--- src/rtl/core_pkg.sv ---
// shared constants and types for the core register file and status flags
package core_pkg;

  // ****************************************
  // data space map
  // ****************************************
  localparam int REG_COUNT = 32;
  localparam logic [7:0] REGFILE_LAST = 8'h1F;
  localparam logic [7:0] IO_BASE = 8'h20;
  localparam logic [7:0] IO_LAST = 8'h5F;
  localparam logic [7:0] EXT_BASE = 8'h60;
  localparam logic [7:0] EXT_LAST = 8'hFF;
  localparam logic [5:0] STATUS_IO_INDEX = 6'h3F;
  localparam logic [7:0] STATUS_ADDR = 8'h5F;
  localparam logic [7:0] STATUS_RESET = 8'h00;

  // ****************************************
  // status flag positions
  // ****************************************
  localparam int FLAG_C = 0;
  localparam int FLAG_Z = 1;
  localparam int FLAG_N = 2;
  localparam int FLAG_V = 3;
  localparam int FLAG_S = 4;
  localparam int FLAG_H = 5;
  localparam int FLAG_I = 7;

  // ****************************************
  // data read source held between request and answer
  // ****************************************
  localparam logic [1:0] KIND_REG = 2'h0;
  localparam logic [1:0] KIND_STATUS = 2'h1;
  localparam logic [1:0] KIND_PERIPH = 2'h2;

  typedef enum logic [3:0] {
    OP_ADD = 4'h0,
    OP_ADC = 4'h1,
    OP_SUB = 4'h2,
    OP_SBC = 4'h3,
    OP_AND = 4'h4,
    OP_OR = 4'h5,
    OP_XOR = 4'h6,
    OP_MOV = 4'h7,
    OP_ADDW = 4'h8,
    OP_SUBW = 4'h9,
    OP_MOVW = 4'hA
  } alu_op_t;

  typedef struct packed {
    logic [REG_COUNT-1:0][7:0] cells;
    logic [7:0] dr_data;
  } mem_state_t;

  typedef struct packed {
    logic [7:0] status;
    logic [15:0] result;
    logic rd_pending;
    logic [1:0] rd_kind;
    logic [7:0] rdata;
    logic rvalid;
    logic [7:0] periph_addr;
    logic [7:0] periph_wdata;
    logic periph_wr;
    logic periph_rd;
  } core_state_t;

endpackage

--- src/rtl/regfile_if.sv ---
// port bundle between the core logic and the working register array
`timescale 1ns/1ps
interface regfile_if;
  logic [4:0] rd_a_addr;
  logic [4:0] rd_b_addr;
  logic [7:0] rd_a_data;
  logic [7:0] rd_b_data;
  logic [4:0] wr_addr;
  logic wr_lo;
  logic wr_hi;
  logic [15:0] wr_data;
  logic [4:0] dr_addr;
  logic [7:0] dr_data;

  modport store (
    input rd_a_addr, rd_b_addr, wr_addr, wr_lo, wr_hi, wr_data, dr_addr,
    output rd_a_data, rd_b_data, dr_data
  );
  modport user (
    output rd_a_addr, rd_b_addr, wr_addr, wr_lo, wr_hi, wr_data, dr_addr,
    input rd_a_data, rd_b_data, dr_data
  );
endinterface // regfile_if

--- src/rtl/regfile_mem.sv ---
// 32 x 8 working register array with operand, write and data-space ports
`timescale 1ns/1ps
module regfile_mem (
  input logic clock,
  input logic rstn,
  regfile_if.store rf
);
  import core_pkg::*;

  mem_state_t st_reg;
  mem_state_t st_next;

  // ****************************************
  // operand ports
  // ****************************************
  // operands are read without a register so the alu finishes in one cycle
  assign rf.rd_a_data = st_reg.cells[rf.rd_a_addr];
  assign rf.rd_b_data = st_reg.cells[rf.rd_b_addr];
  assign rf.dr_data = st_reg.dr_data;

  // ****************************************
  // write port and registered data-space read
  // ****************************************
  always_comb begin
    st_next = st_reg;
    st_next.dr_data = st_reg.cells[rf.dr_addr];
    // (RULE_02) byte or pair write
    if (rf.wr_lo) begin
      st_next.cells[rf.wr_addr] = rf.wr_data[7:0];
    end
    // (RULE_03) high byte at the odd address
    if (rf.wr_hi) begin
      st_next.cells[{rf.wr_addr[4:1], 1'b1}] = rf.wr_data[15:8];
    end
  end

  always_ff @(posedge clock or negedge rstn) begin
    if (!rstn) begin
      st_reg <= '0;
    end else begin
      st_reg <= st_next;
    end
  end

  AST_PAIR_WRITE: assert property (@(posedge clock) disable iff (!rstn) // RULE_02
    rf.wr_lo && rf.wr_hi && !rf.wr_addr[0] |=>
      st_reg.cells[{$past(rf.wr_addr[4:1]), 1'b1}] == $past(rf.wr_data[15:8]) &&
      st_reg.cells[$past(rf.wr_addr)] == $past(rf.wr_data[7:0]))
    else $error("pair write did not land in both bytes");

endmodule // regfile_mem

--- src/rtl/core_register_file_and_flags.sv ---
// core working registers, pointer pairs, status flags and data-space decode
//
// Contract
// (RULE_01) Thirty-two 8-bit working registers also answer at data addresses 0x00 to 0x1F.
// (RULE_02) One cycle allows 8r+8w, two 8r+8w, two 8r+16w, or 16r+16w register access.
// (RULE_03) Registers 0x1A/0x1B, 0x1C/0x1D, 0x1E/0x1F pair as pointers, low byte at the lower.
// (RULE_04) Sixteen-bit arithmetic on a register pair completes in one cycle.
// (RULE_05) Both alu operands are read and the result written back in the same cycle.
// (RULE_06) Every flag-setting alu operation updates the status flags from its result.
// (RULE_07) Status bit 1 is set when the result is zero and cleared otherwise.
// (RULE_08) Status bit 2 copies the most significant bit of the result.
// (RULE_09) Status bit 4 equals the negative flag xor the overflow flag.
// (RULE_10) Status bit 5 is set on a carry out of the low nibble of a byte operation.
// (RULE_11) The status register is neither saved on interrupt entry nor restored on return.
// (RULE_12) Sixty-four i/o locations are reached by i/o index or at data 0x20 to 0x5F.
// (RULE_13) Data 0x60 to 0xFF is extended i/o, reachable only by data-space access.
// (RULE_14) Accepting an interrupt clears the global interrupt enable, status bit 7.
// (RULE_15) The interrupt return instruction sets the global interrupt enable again.
// (RULE_16) Bit 0 records carry or borrow out of the top bit, bit 3 two's-complement overflow.
`timescale 1ns/1ps
module core_register_file_and_flags (
  input logic clock,
  input logic rstn,
  input logic op_valid,
  input core_pkg::alu_op_t op,
  input logic [4:0] dst_sel,
  input logic [4:0] src_sel,
  input logic [7:0] imm,
  input logic use_imm,
  input logic irq_accept,
  input logic interrupt_return_instruction,
  input logic [7:0] data_addr,
  input logic io_space,
  input logic data_wr,
  input logic data_rd,
  input logic [7:0] data_wdata,
  output logic [7:0] data_rdata,
  output logic data_rvalid,
  output logic [7:0] periph_addr,
  output logic periph_wr,
  output logic periph_rd,
  output logic [7:0] periph_wdata,
  input logic [7:0] periph_rdata,
  output logic [15:0] result,
  output logic [7:0] processor_status_flags
);
  import core_pkg::*;

  core_state_t st_reg;
  core_state_t st_next;
  regfile_if rf ();

  logic [7:0] mapped;
  logic wide;
  logic alu_write;
  logic flag_op;
  logic [4:0] base;
  logic [7:0] opa;
  logic [7:0] opb;
  logic [15:0] pair;
  logic [15:0] res;
  logic [8:0] sum9;
  logic [16:0] sum17;
  logic [7:0] flags;
  logic cin;
  logic is_periph;

  regfile_mem u_mem (
    .clock(clock),
    .rstn(rstn),
    .rf(rf)
  );

  // ****************************************
  // registered outputs
  // ****************************************
  assign data_rdata = st_reg.rdata;
  assign data_rvalid = st_reg.rvalid;
  assign periph_addr = st_reg.periph_addr;
  assign periph_wr = st_reg.periph_wr;
  assign periph_rd = st_reg.periph_rd;
  assign periph_wdata = st_reg.periph_wdata;
  assign result = st_reg.result;
  assign processor_status_flags = st_reg.status;

  // ****************************************
  // operand fetch, alu, write-back and address decode
  // ****************************************
  always_comb begin
    st_next = st_reg;
    st_next.periph_wr = 1'b0;
    st_next.periph_rd = 1'b0;
    st_next.rvalid = 1'b0;
    // (RULE_12) i/o index lands 0x20 above its number
    mapped = io_space ? (IO_BASE + {2'b00, data_addr[5:0]}) : data_addr;
    wide = (op == OP_ADDW) || (op == OP_SUBW) || (op == OP_MOVW);
    base = (op == OP_MOVW) ? src_sel : dst_sel;
    // (RULE_02) two byte reads or one pair read
    rf.rd_a_addr = wide ? {base[4:1], 1'b0} : dst_sel;
    rf.rd_b_addr = wide ? {base[4:1], 1'b1} : src_sel;
    opa = rf.rd_a_data;
    opb = use_imm ? imm : rf.rd_b_data;
    // (RULE_03) lower address is the low byte
    pair = {rf.rd_b_data, rf.rd_a_data};
    cin = st_reg.status[FLAG_C];
    flags = st_reg.status;
    res = 16'h0000;
    sum9 = 9'h000;
    sum17 = 17'h0_0000;
    alu_write = 1'b1;
    flag_op = 1'b1;
    // (RULE_16) carry, borrow and overflow per class
    case (op)
      OP_ADD, OP_ADC: begin
        sum9 = {1'b0, opa} + {1'b0, opb} + {8'h00, (op == OP_ADC) & cin};
        res = {8'h00, sum9[7:0]};
        flags[FLAG_C] = sum9[8];
        flags[FLAG_V] = (opa[7] & opb[7] & ~res[7]) | (~opa[7] & ~opb[7] & res[7]);
        // (RULE_10) nibble carry
        flags[FLAG_H] = (opa[3] & opb[3]) | (opb[3] & ~res[3]) | (~res[3] & opa[3]);
      end
      OP_SUB, OP_SBC: begin
        sum9 = {1'b0, opa} - {1'b0, opb} - {8'h00, (op == OP_SBC) & cin};
        res = {8'h00, sum9[7:0]};
        flags[FLAG_C] = sum9[8];
        flags[FLAG_V] = (opa[7] & ~opb[7] & ~res[7]) | (~opa[7] & opb[7] & res[7]);
        // (RULE_10) nibble borrow
        flags[FLAG_H] = (~opa[3] & opb[3]) | (opb[3] & res[3]) | (res[3] & ~opa[3]);
      end
      OP_AND, OP_OR, OP_XOR: begin
        if (op == OP_AND) begin
          res = {8'h00, opa & opb};
        end else if (op == OP_OR) begin
          res = {8'h00, opa | opb};
        end else begin
          res = {8'h00, opa ^ opb};
        end
        flags[FLAG_V] = 1'b0;
      end
      OP_MOV: begin
        res = {8'h00, opb};
        flag_op = 1'b0;
      end
      // (RULE_04) single-cycle pointer arithmetic
      OP_ADDW: begin
        sum17 = {1'b0, pair} + {9'h000, opb};
        res = sum17[15:0];
        flags[FLAG_C] = sum17[16];
        flags[FLAG_V] = ~pair[15] & res[15];
      end
      OP_SUBW: begin
        sum17 = {1'b0, pair} - {9'h000, opb};
        res = sum17[15:0];
        flags[FLAG_C] = sum17[16];
        flags[FLAG_V] = pair[15] & ~res[15];
      end
      OP_MOVW: begin
        res = pair;
        flag_op = 1'b0;
      end
      default: begin
        alu_write = 1'b0;
        flag_op = 1'b0;
      end
    endcase
    // (RULE_07) zero over the full result width
    flags[FLAG_Z] = wide ? (res == 16'h0000) : (res[7:0] == 8'h00);
    // (RULE_08) top bit of the result
    flags[FLAG_N] = wide ? res[15] : res[7];
    // (RULE_09) sign from negative and overflow
    flags[FLAG_S] = flags[FLAG_N] ^ flags[FLAG_V];

    // (RULE_05) same-cycle write-back, the alu owns the write port
    alu_write = alu_write && op_valid;
    rf.wr_addr = wide ? {dst_sel[4:1], 1'b0} : dst_sel;
    rf.wr_lo = alu_write;
    rf.wr_hi = alu_write && wide;
    rf.wr_data = res;
    if (alu_write) begin
      st_next.result = res;
    end
    // (RULE_01) data-space store into a working register
    if (!alu_write && data_wr && mapped <= REGFILE_LAST) begin
      rf.wr_addr = mapped[4:0];
      rf.wr_lo = 1'b1;
      rf.wr_hi = 1'b0;
      rf.wr_data = {8'h00, data_wdata};
    end
    rf.dr_addr = mapped[4:0];

    // status register: software store, then alu flags, then interrupt enable
    if (data_wr && mapped == STATUS_ADDR) begin
      st_next.status = data_wdata;
    end
    // (RULE_06) flags follow the last flag-setting alu result
    if (op_valid && flag_op) begin
      st_next.status[5:0] = flags[5:0];
    end
    // (RULE_11) nothing is stacked here, the isr must save the flags itself
    // (RULE_14) accept wins over a return in the same cycle
    if (irq_accept) begin
      st_next.status[FLAG_I] = 1'b0;
    // (RULE_15) return re-enables interrupts
    end else if (interrupt_return_instruction) begin
      st_next.status[FLAG_I] = 1'b1;
    end

    // (RULE_13) everything above the registers except the status byte goes out
    is_periph = (mapped >= IO_BASE) && (mapped != STATUS_ADDR);
    if ((data_wr || data_rd) && is_periph) begin
      st_next.periph_addr = mapped;
      st_next.periph_wdata = data_wdata;
      st_next.periph_wr = data_wr;
      st_next.periph_rd = data_rd;
    end
    // reads answer two edges after the request, whatever the region
    st_next.rd_pending = data_rd;
    if (mapped <= REGFILE_LAST) begin
      st_next.rd_kind = KIND_REG;
    end else if (mapped == STATUS_ADDR) begin
      st_next.rd_kind = KIND_STATUS;
    end else begin
      st_next.rd_kind = KIND_PERIPH;
    end
    if (st_reg.rd_pending) begin
      st_next.rvalid = 1'b1;
      case (st_reg.rd_kind)
        KIND_REG: st_next.rdata = rf.dr_data;
        KIND_STATUS: st_next.rdata = st_reg.status;
        default: st_next.rdata = periph_rdata;
      endcase
    end
  end

  always_ff @(posedge clock or negedge rstn) begin
    if (!rstn) begin
      st_reg <= '0;
      st_reg.status <= STATUS_RESET;
    end else begin
      st_reg <= st_next;
    end
  end

  // ****************************************
  // checks
  // ****************************************
  AST_ADD_WRITEBACK: assert property (@(posedge clock) disable iff (!rstn) // RULE_05
    op_valid && op == OP_ADD |=> result[7:0] == 8'($past(opa) + $past(opb)))
    else $error("add result not written back in one cycle");
  AST_ZERO_FLAG: assert property (@(posedge clock) disable iff (!rstn) // RULE_07
    op_valid && op == OP_AND && !irq_accept |=> processor_status_flags[1] == (result[7:0] == 8'h00))
    else $error("zero flag does not match result");
  AST_NEG_FLAG: assert property (@(posedge clock) disable iff (!rstn) // RULE_08
    op_valid && (op == OP_ADD || op == OP_SUB) |=> processor_status_flags[2] == result[7])
    else $error("negative flag does not match result msb");
  AST_SIGN_FLAG: assert property (@(posedge clock) disable iff (!rstn) // RULE_09
    op_valid && op == OP_SUB |=>
      processor_status_flags[4] == (processor_status_flags[2] ^ processor_status_flags[3]))
    else $error("sign flag is not n xor v");
  AST_HALF_CARRY: assert property (@(posedge clock) disable iff (!rstn) // RULE_10
    op_valid && op == OP_ADD |=>
      processor_status_flags[5] == (({1'b0, $past(opa[3:0])} + {1'b0, $past(opb[3:0])}) > 5'h0F))
    else $error("half carry wrong");
  AST_PAIR_ADD: assert property (@(posedge clock) disable iff (!rstn) // RULE_04
    op_valid && op == OP_ADDW |=> result == 16'($past(pair) + {8'h00, $past(opb)}))
    else $error("pair add wrong");
  AST_IRQ_CLEAR: assert property (@(posedge clock) disable iff (!rstn) // RULE_14
    irq_accept |=> !processor_status_flags[7])
    else $error("interrupt accept left enable set");
  AST_RETURN_SET: assert property (@(posedge clock) disable iff (!rstn) // RULE_15
    interrupt_return_instruction && !irq_accept |=> processor_status_flags[7])
    else $error("return did not set interrupt enable");
  AST_IO_MAP: assert property (@(posedge clock) disable iff (!rstn) // RULE_12
    data_wr && io_space && data_addr[5:0] != STATUS_IO_INDEX |=>
      periph_wr && periph_addr == 8'(IO_BASE + {2'b00, $past(data_addr[5:0])}))
    else $error("i/o index not mapped above 0x20");
  AST_EXT_READ: assert property (@(posedge clock) disable iff (!rstn) // RULE_13
    data_rd && !io_space && data_addr >= EXT_BASE |=> periph_rd ##1 data_rvalid)
    else $error("extended read not forwarded and answered");

endmodule // core_register_file_and_flags

--- config.mk ---
export PLATFORM = sky130hd
export DESIGN_NAME = core_register_file_and_flags
export DESIGN_NICKNAME = d
export VERILOG_FILES = /design/src/rtl/core_pkg.sv /design/src/rtl/regfile_if.sv /design/src/rtl/regfile_mem.sv /design/src/rtl/core_register_file_and_flags.sv
export SDC_FILE = /design/constraint.sdc
export NUM_CORES = 1
export LEC_CHECK = 0
export BUFFER_PORTS_ARGS = -buffer_cell sky130_fd_sc_hd__buf_2
export CORE_AREA = 8 8 229 231
export DETAILED_ROUTE_END_ITERATION = 12
export DIE_AREA = 0 0 237 239
export PLACE_DENSITY = 0.75
export SLEW_MARGIN = 0
export SYNTH_ARGS = -nofsm -noshare
export SYNTH_HDL_FRONTEND = slang
export SYNTH_SLANG_ARGS = --single-unit
--- constraint.sdc ---
create_clock -name clock -period 8.9 [get_ports clock]
set_input_delay 1.78 -clock clock [delete_from_list [all_inputs] [get_ports clock]]
set_output_delay 1.78 -clock clock [all_outputs]
set_load 0.01 [all_outputs]
==> impl_metrics.json <==
{
  "synth.distinct_cells": 93,
  "whs_endpoint": "result[0]",
  "r2r_slack_ps": 2730,
  "cts_resized": 0,
  "max_cap_viol_count": 1,
  "ys_warn_count": 0,
  "seq_area_frac_synth": 0.329,
  "fin_tns_setup_ps": 0,
  "intPower_mw": 3.83,
  "dr.pass1.iters": 7,
  "initial_core_util": 0.498,
  "synthesis.area_um2": 24200,
  "cp_slowest_cell": "a2111oi_1",
  "core_area_um2": 48500,
  "io_pins": 106,
  "synth_top_area_cell": "dfrtp_1",
  "grt_pass1_wl_um": 148000,
  "grt.overflow.total": 0,
  "p_comb_frac": 0.384,
  "fp.dieArea_um2": 56600,
  "violations": "max-capacitance violations, max-slew violations",
  "utilization": 0.547,
  "grt.met3_usage": 0.102,
  "hold_violations": 0,
  "port_buffers": 105,
  "drive_gt1_frac": 0.257,
  "post_cts_buffers": 0,
  "slew_headroom": -0.0217,
  "place.gp.congestion": 1.02,
  "met2_usage": 0.525,
  "p_sw_frac": 0.392,
  "hp-class": "reg -> reg",
  "worst_hold_slack_ps": 476,
  "skew_ps": 27.4,
  "clk_pin_slew_worst_paths_ps": 60,
  "crit_path_start_kind": "input pin",
  "first_global_vias": 21900,
  "syn_inst": 2418,
  "grt_usage": 0.348,
  "cp_max_fo": 23,
  "wl_per_cell_um": 32.6,
  "postLayoutCellArea_um2": 26600,
  "drt_iter0_drc": 3391,
  "synth_edf_count": 0,
  "min_period_over_period": 0.926,
  "critPathMaxStageDelay_ps": 820,
  "die-height_um": 239,
  "p_clk_frac": 0.253,
  "tritoncts": "yes",
  "nets": 2537,
  "dpl_cell_area_um2": 25300,
  "avgSynthCellArea_um2": 10.0,
  "p_seq_frac": 0.363,
  "synthFlopType": "dfrtp_1",
  "report.final.slew_viol_count": 9,
  "worst_r2r_endpoint": "u_mem.st_reg[135]",
  "required_ps": 9290,
  "area_growth_pct": 9.91,
  "crit_top_cell": "a21oi_1",
  "htree_levels": 2,
  "grt_max_degree": 184,
  "netlist.area_leader.share": 0.329,
  "syn-num-nets": 2518,
  "wirelength_um": 101000,
  "top_usage_layer": "met2",
  "clockBufferDepth": 3,
  "ant_nets": 0,
  "cp.arrival_ps": 8630,
  "synth-seq-cells": 318,
  "netlist_top_cells_count": "318 x dfrtp_1, 287 x nand2_1, 239 x mux2i_1",
  "grt_use_met1": 0.441,
  "worstHoldStart": "result[0]",
  "ys_async_sr_fraction": 1.00,
  "viasPerCell": 7.15,
  "rr_worst_depth": 23,
  "dpl.hpwl_um": 71100,
  "cts_hold_buf": 0,
  "rsz0062_at_grt": "no",
  "p_leak_nw": 11.8,
  "cp-end-kind": "flip-flop",
  "p_sw_mw": 2.48,
  "status": "finished with violations",
  "cts_sinks": 318,
  "p_per_area_nw_per_um2": 237,
  "root_buffer": "clkbuf_16",
  "hold_depth": 2,
  "tightest_slew_ps": 1530,
  "p_total_mw": 6.31,
  "vias": 22100,
  "cts_buffers": 38,
  "synth_most_common_cell": "dfrtp_1",
  "critPathKind": "in -> reg",
  "grt_antenna_before_repair": 4,
  "period_minus_slack_ps": 8240,
  "core.rowCount": 81,
  "clock_latency_ps": 570,
  "fmax_ghz": 0.121,
  "nFillCells": 4239,
  "die_x_um": 237,
  "setup_violations": 0,
  "synthTopCellsByArea": "dfrtp_1 33%, mux4_2 12%, mux2i_1 9.9%",
  "vdd_drop_max_mv": 0.146,
  "drc": 0
}
per-layer routing:
layer | vias up | wire length (um)
met5 | - | 11
met4 | 2 | 7330
met3 | 409 | 12500
met2 | 1651 | 43400
met1 | 10900 | 37400
li1 | 9093 | -
power groups by stage:
| stage | registers [mW] | clock network, mW | logic (mW) |
|---|---|---|---|
| finish | 2.29 | 1.59 | 2.43 |
| detailed placement | 2.28 | 0 | 2.35 |
| global placement | 2.25 | 0 | 2.31 |
| floorplan | 2.10 | 0 | 1.67 |
| CTS | 2.26 | 1.60 | 2.36 |
| global route | 2.32 | 1.66 | 2.57 |
cell families (layout without fill, tap and decap cells):
family,after synthesis,count (layout),share of synthesized area
AND/OR/NAND/NOR,618,618,0.119
multiplexers,555,555,0.307
AO/OA/AOI/OAI,547,547,0.153
buffers and inverters,322,369,0.0620
flip-flops,318,318,0.329
adder cells (fa/ha/maj),45,45,0.0255
XOR/XNOR,13,13,0.00471
other,0,2,0
placed cells by master (no fill, tap or decap), types with 53 or more instances in the layout:
master	Yosys	routed
buf_2	47	102
inv_1	79	79
nor2_1	124	124
dfrtp_1	318	318
o21ai_0	78	78
nand2_1	287	287
mux2_2	185	185
a21oi_1	122	118
buf_4	60	112
nand3_1	53	53
mux4_2	129	129
mux2i_1	239	237
metrics by stage:
step / std cells / worst slack (ps)
4_1_cts: 3087 / 944
6_report: 3089 / 662
3_5_place_dp: 3019 / 369
5_1_grt: 3087 / 469
3_3_place_gp: 3019 / 449
2_1_floorplan: 2418 / 1610
worst max-delay path by stage:
stage | startpoint | endpoint | slack (ps)
detailed placement | op[1] | processor_status_flags[1] | 370
floorplan | op[0] | flip-flop | 1610
global placement | op[1] | processor_status_flags[1] | 450
global route | op[1] | processor_status_flags[1] | 470
finish | op[1] | u_mem.st_reg[135] | 660
CTS | op[1] | processor_status_flags[1] | 940
cell type report:
class / count / area, um2 / share of cell area
tap: 622 / 778 / 0.0293
multi-input combinational: 1778 / 14800 / 0.557
inverter: 80 / 300 / 0.0113
antenna: 2 / 5.00 / 0.000188
clock inverter: 16 / 186 / 0.00701
clock buffer: 52 / 1060 / 0.0401
sequential: 318 / 7960 / 0.299
timing repair buffer: 221 / 1490 / 0.0559
worst max-delay path, delay by kind of cell:
family	cells	cell delay, ps
AO/OA/AOI/OAI	12	3830
buffers and inverters	5	1260
AND/OR/NAND/NOR	6	1230
adder cells (fa/ha/maj)	2	490
(Power assumes the default switching activity.)
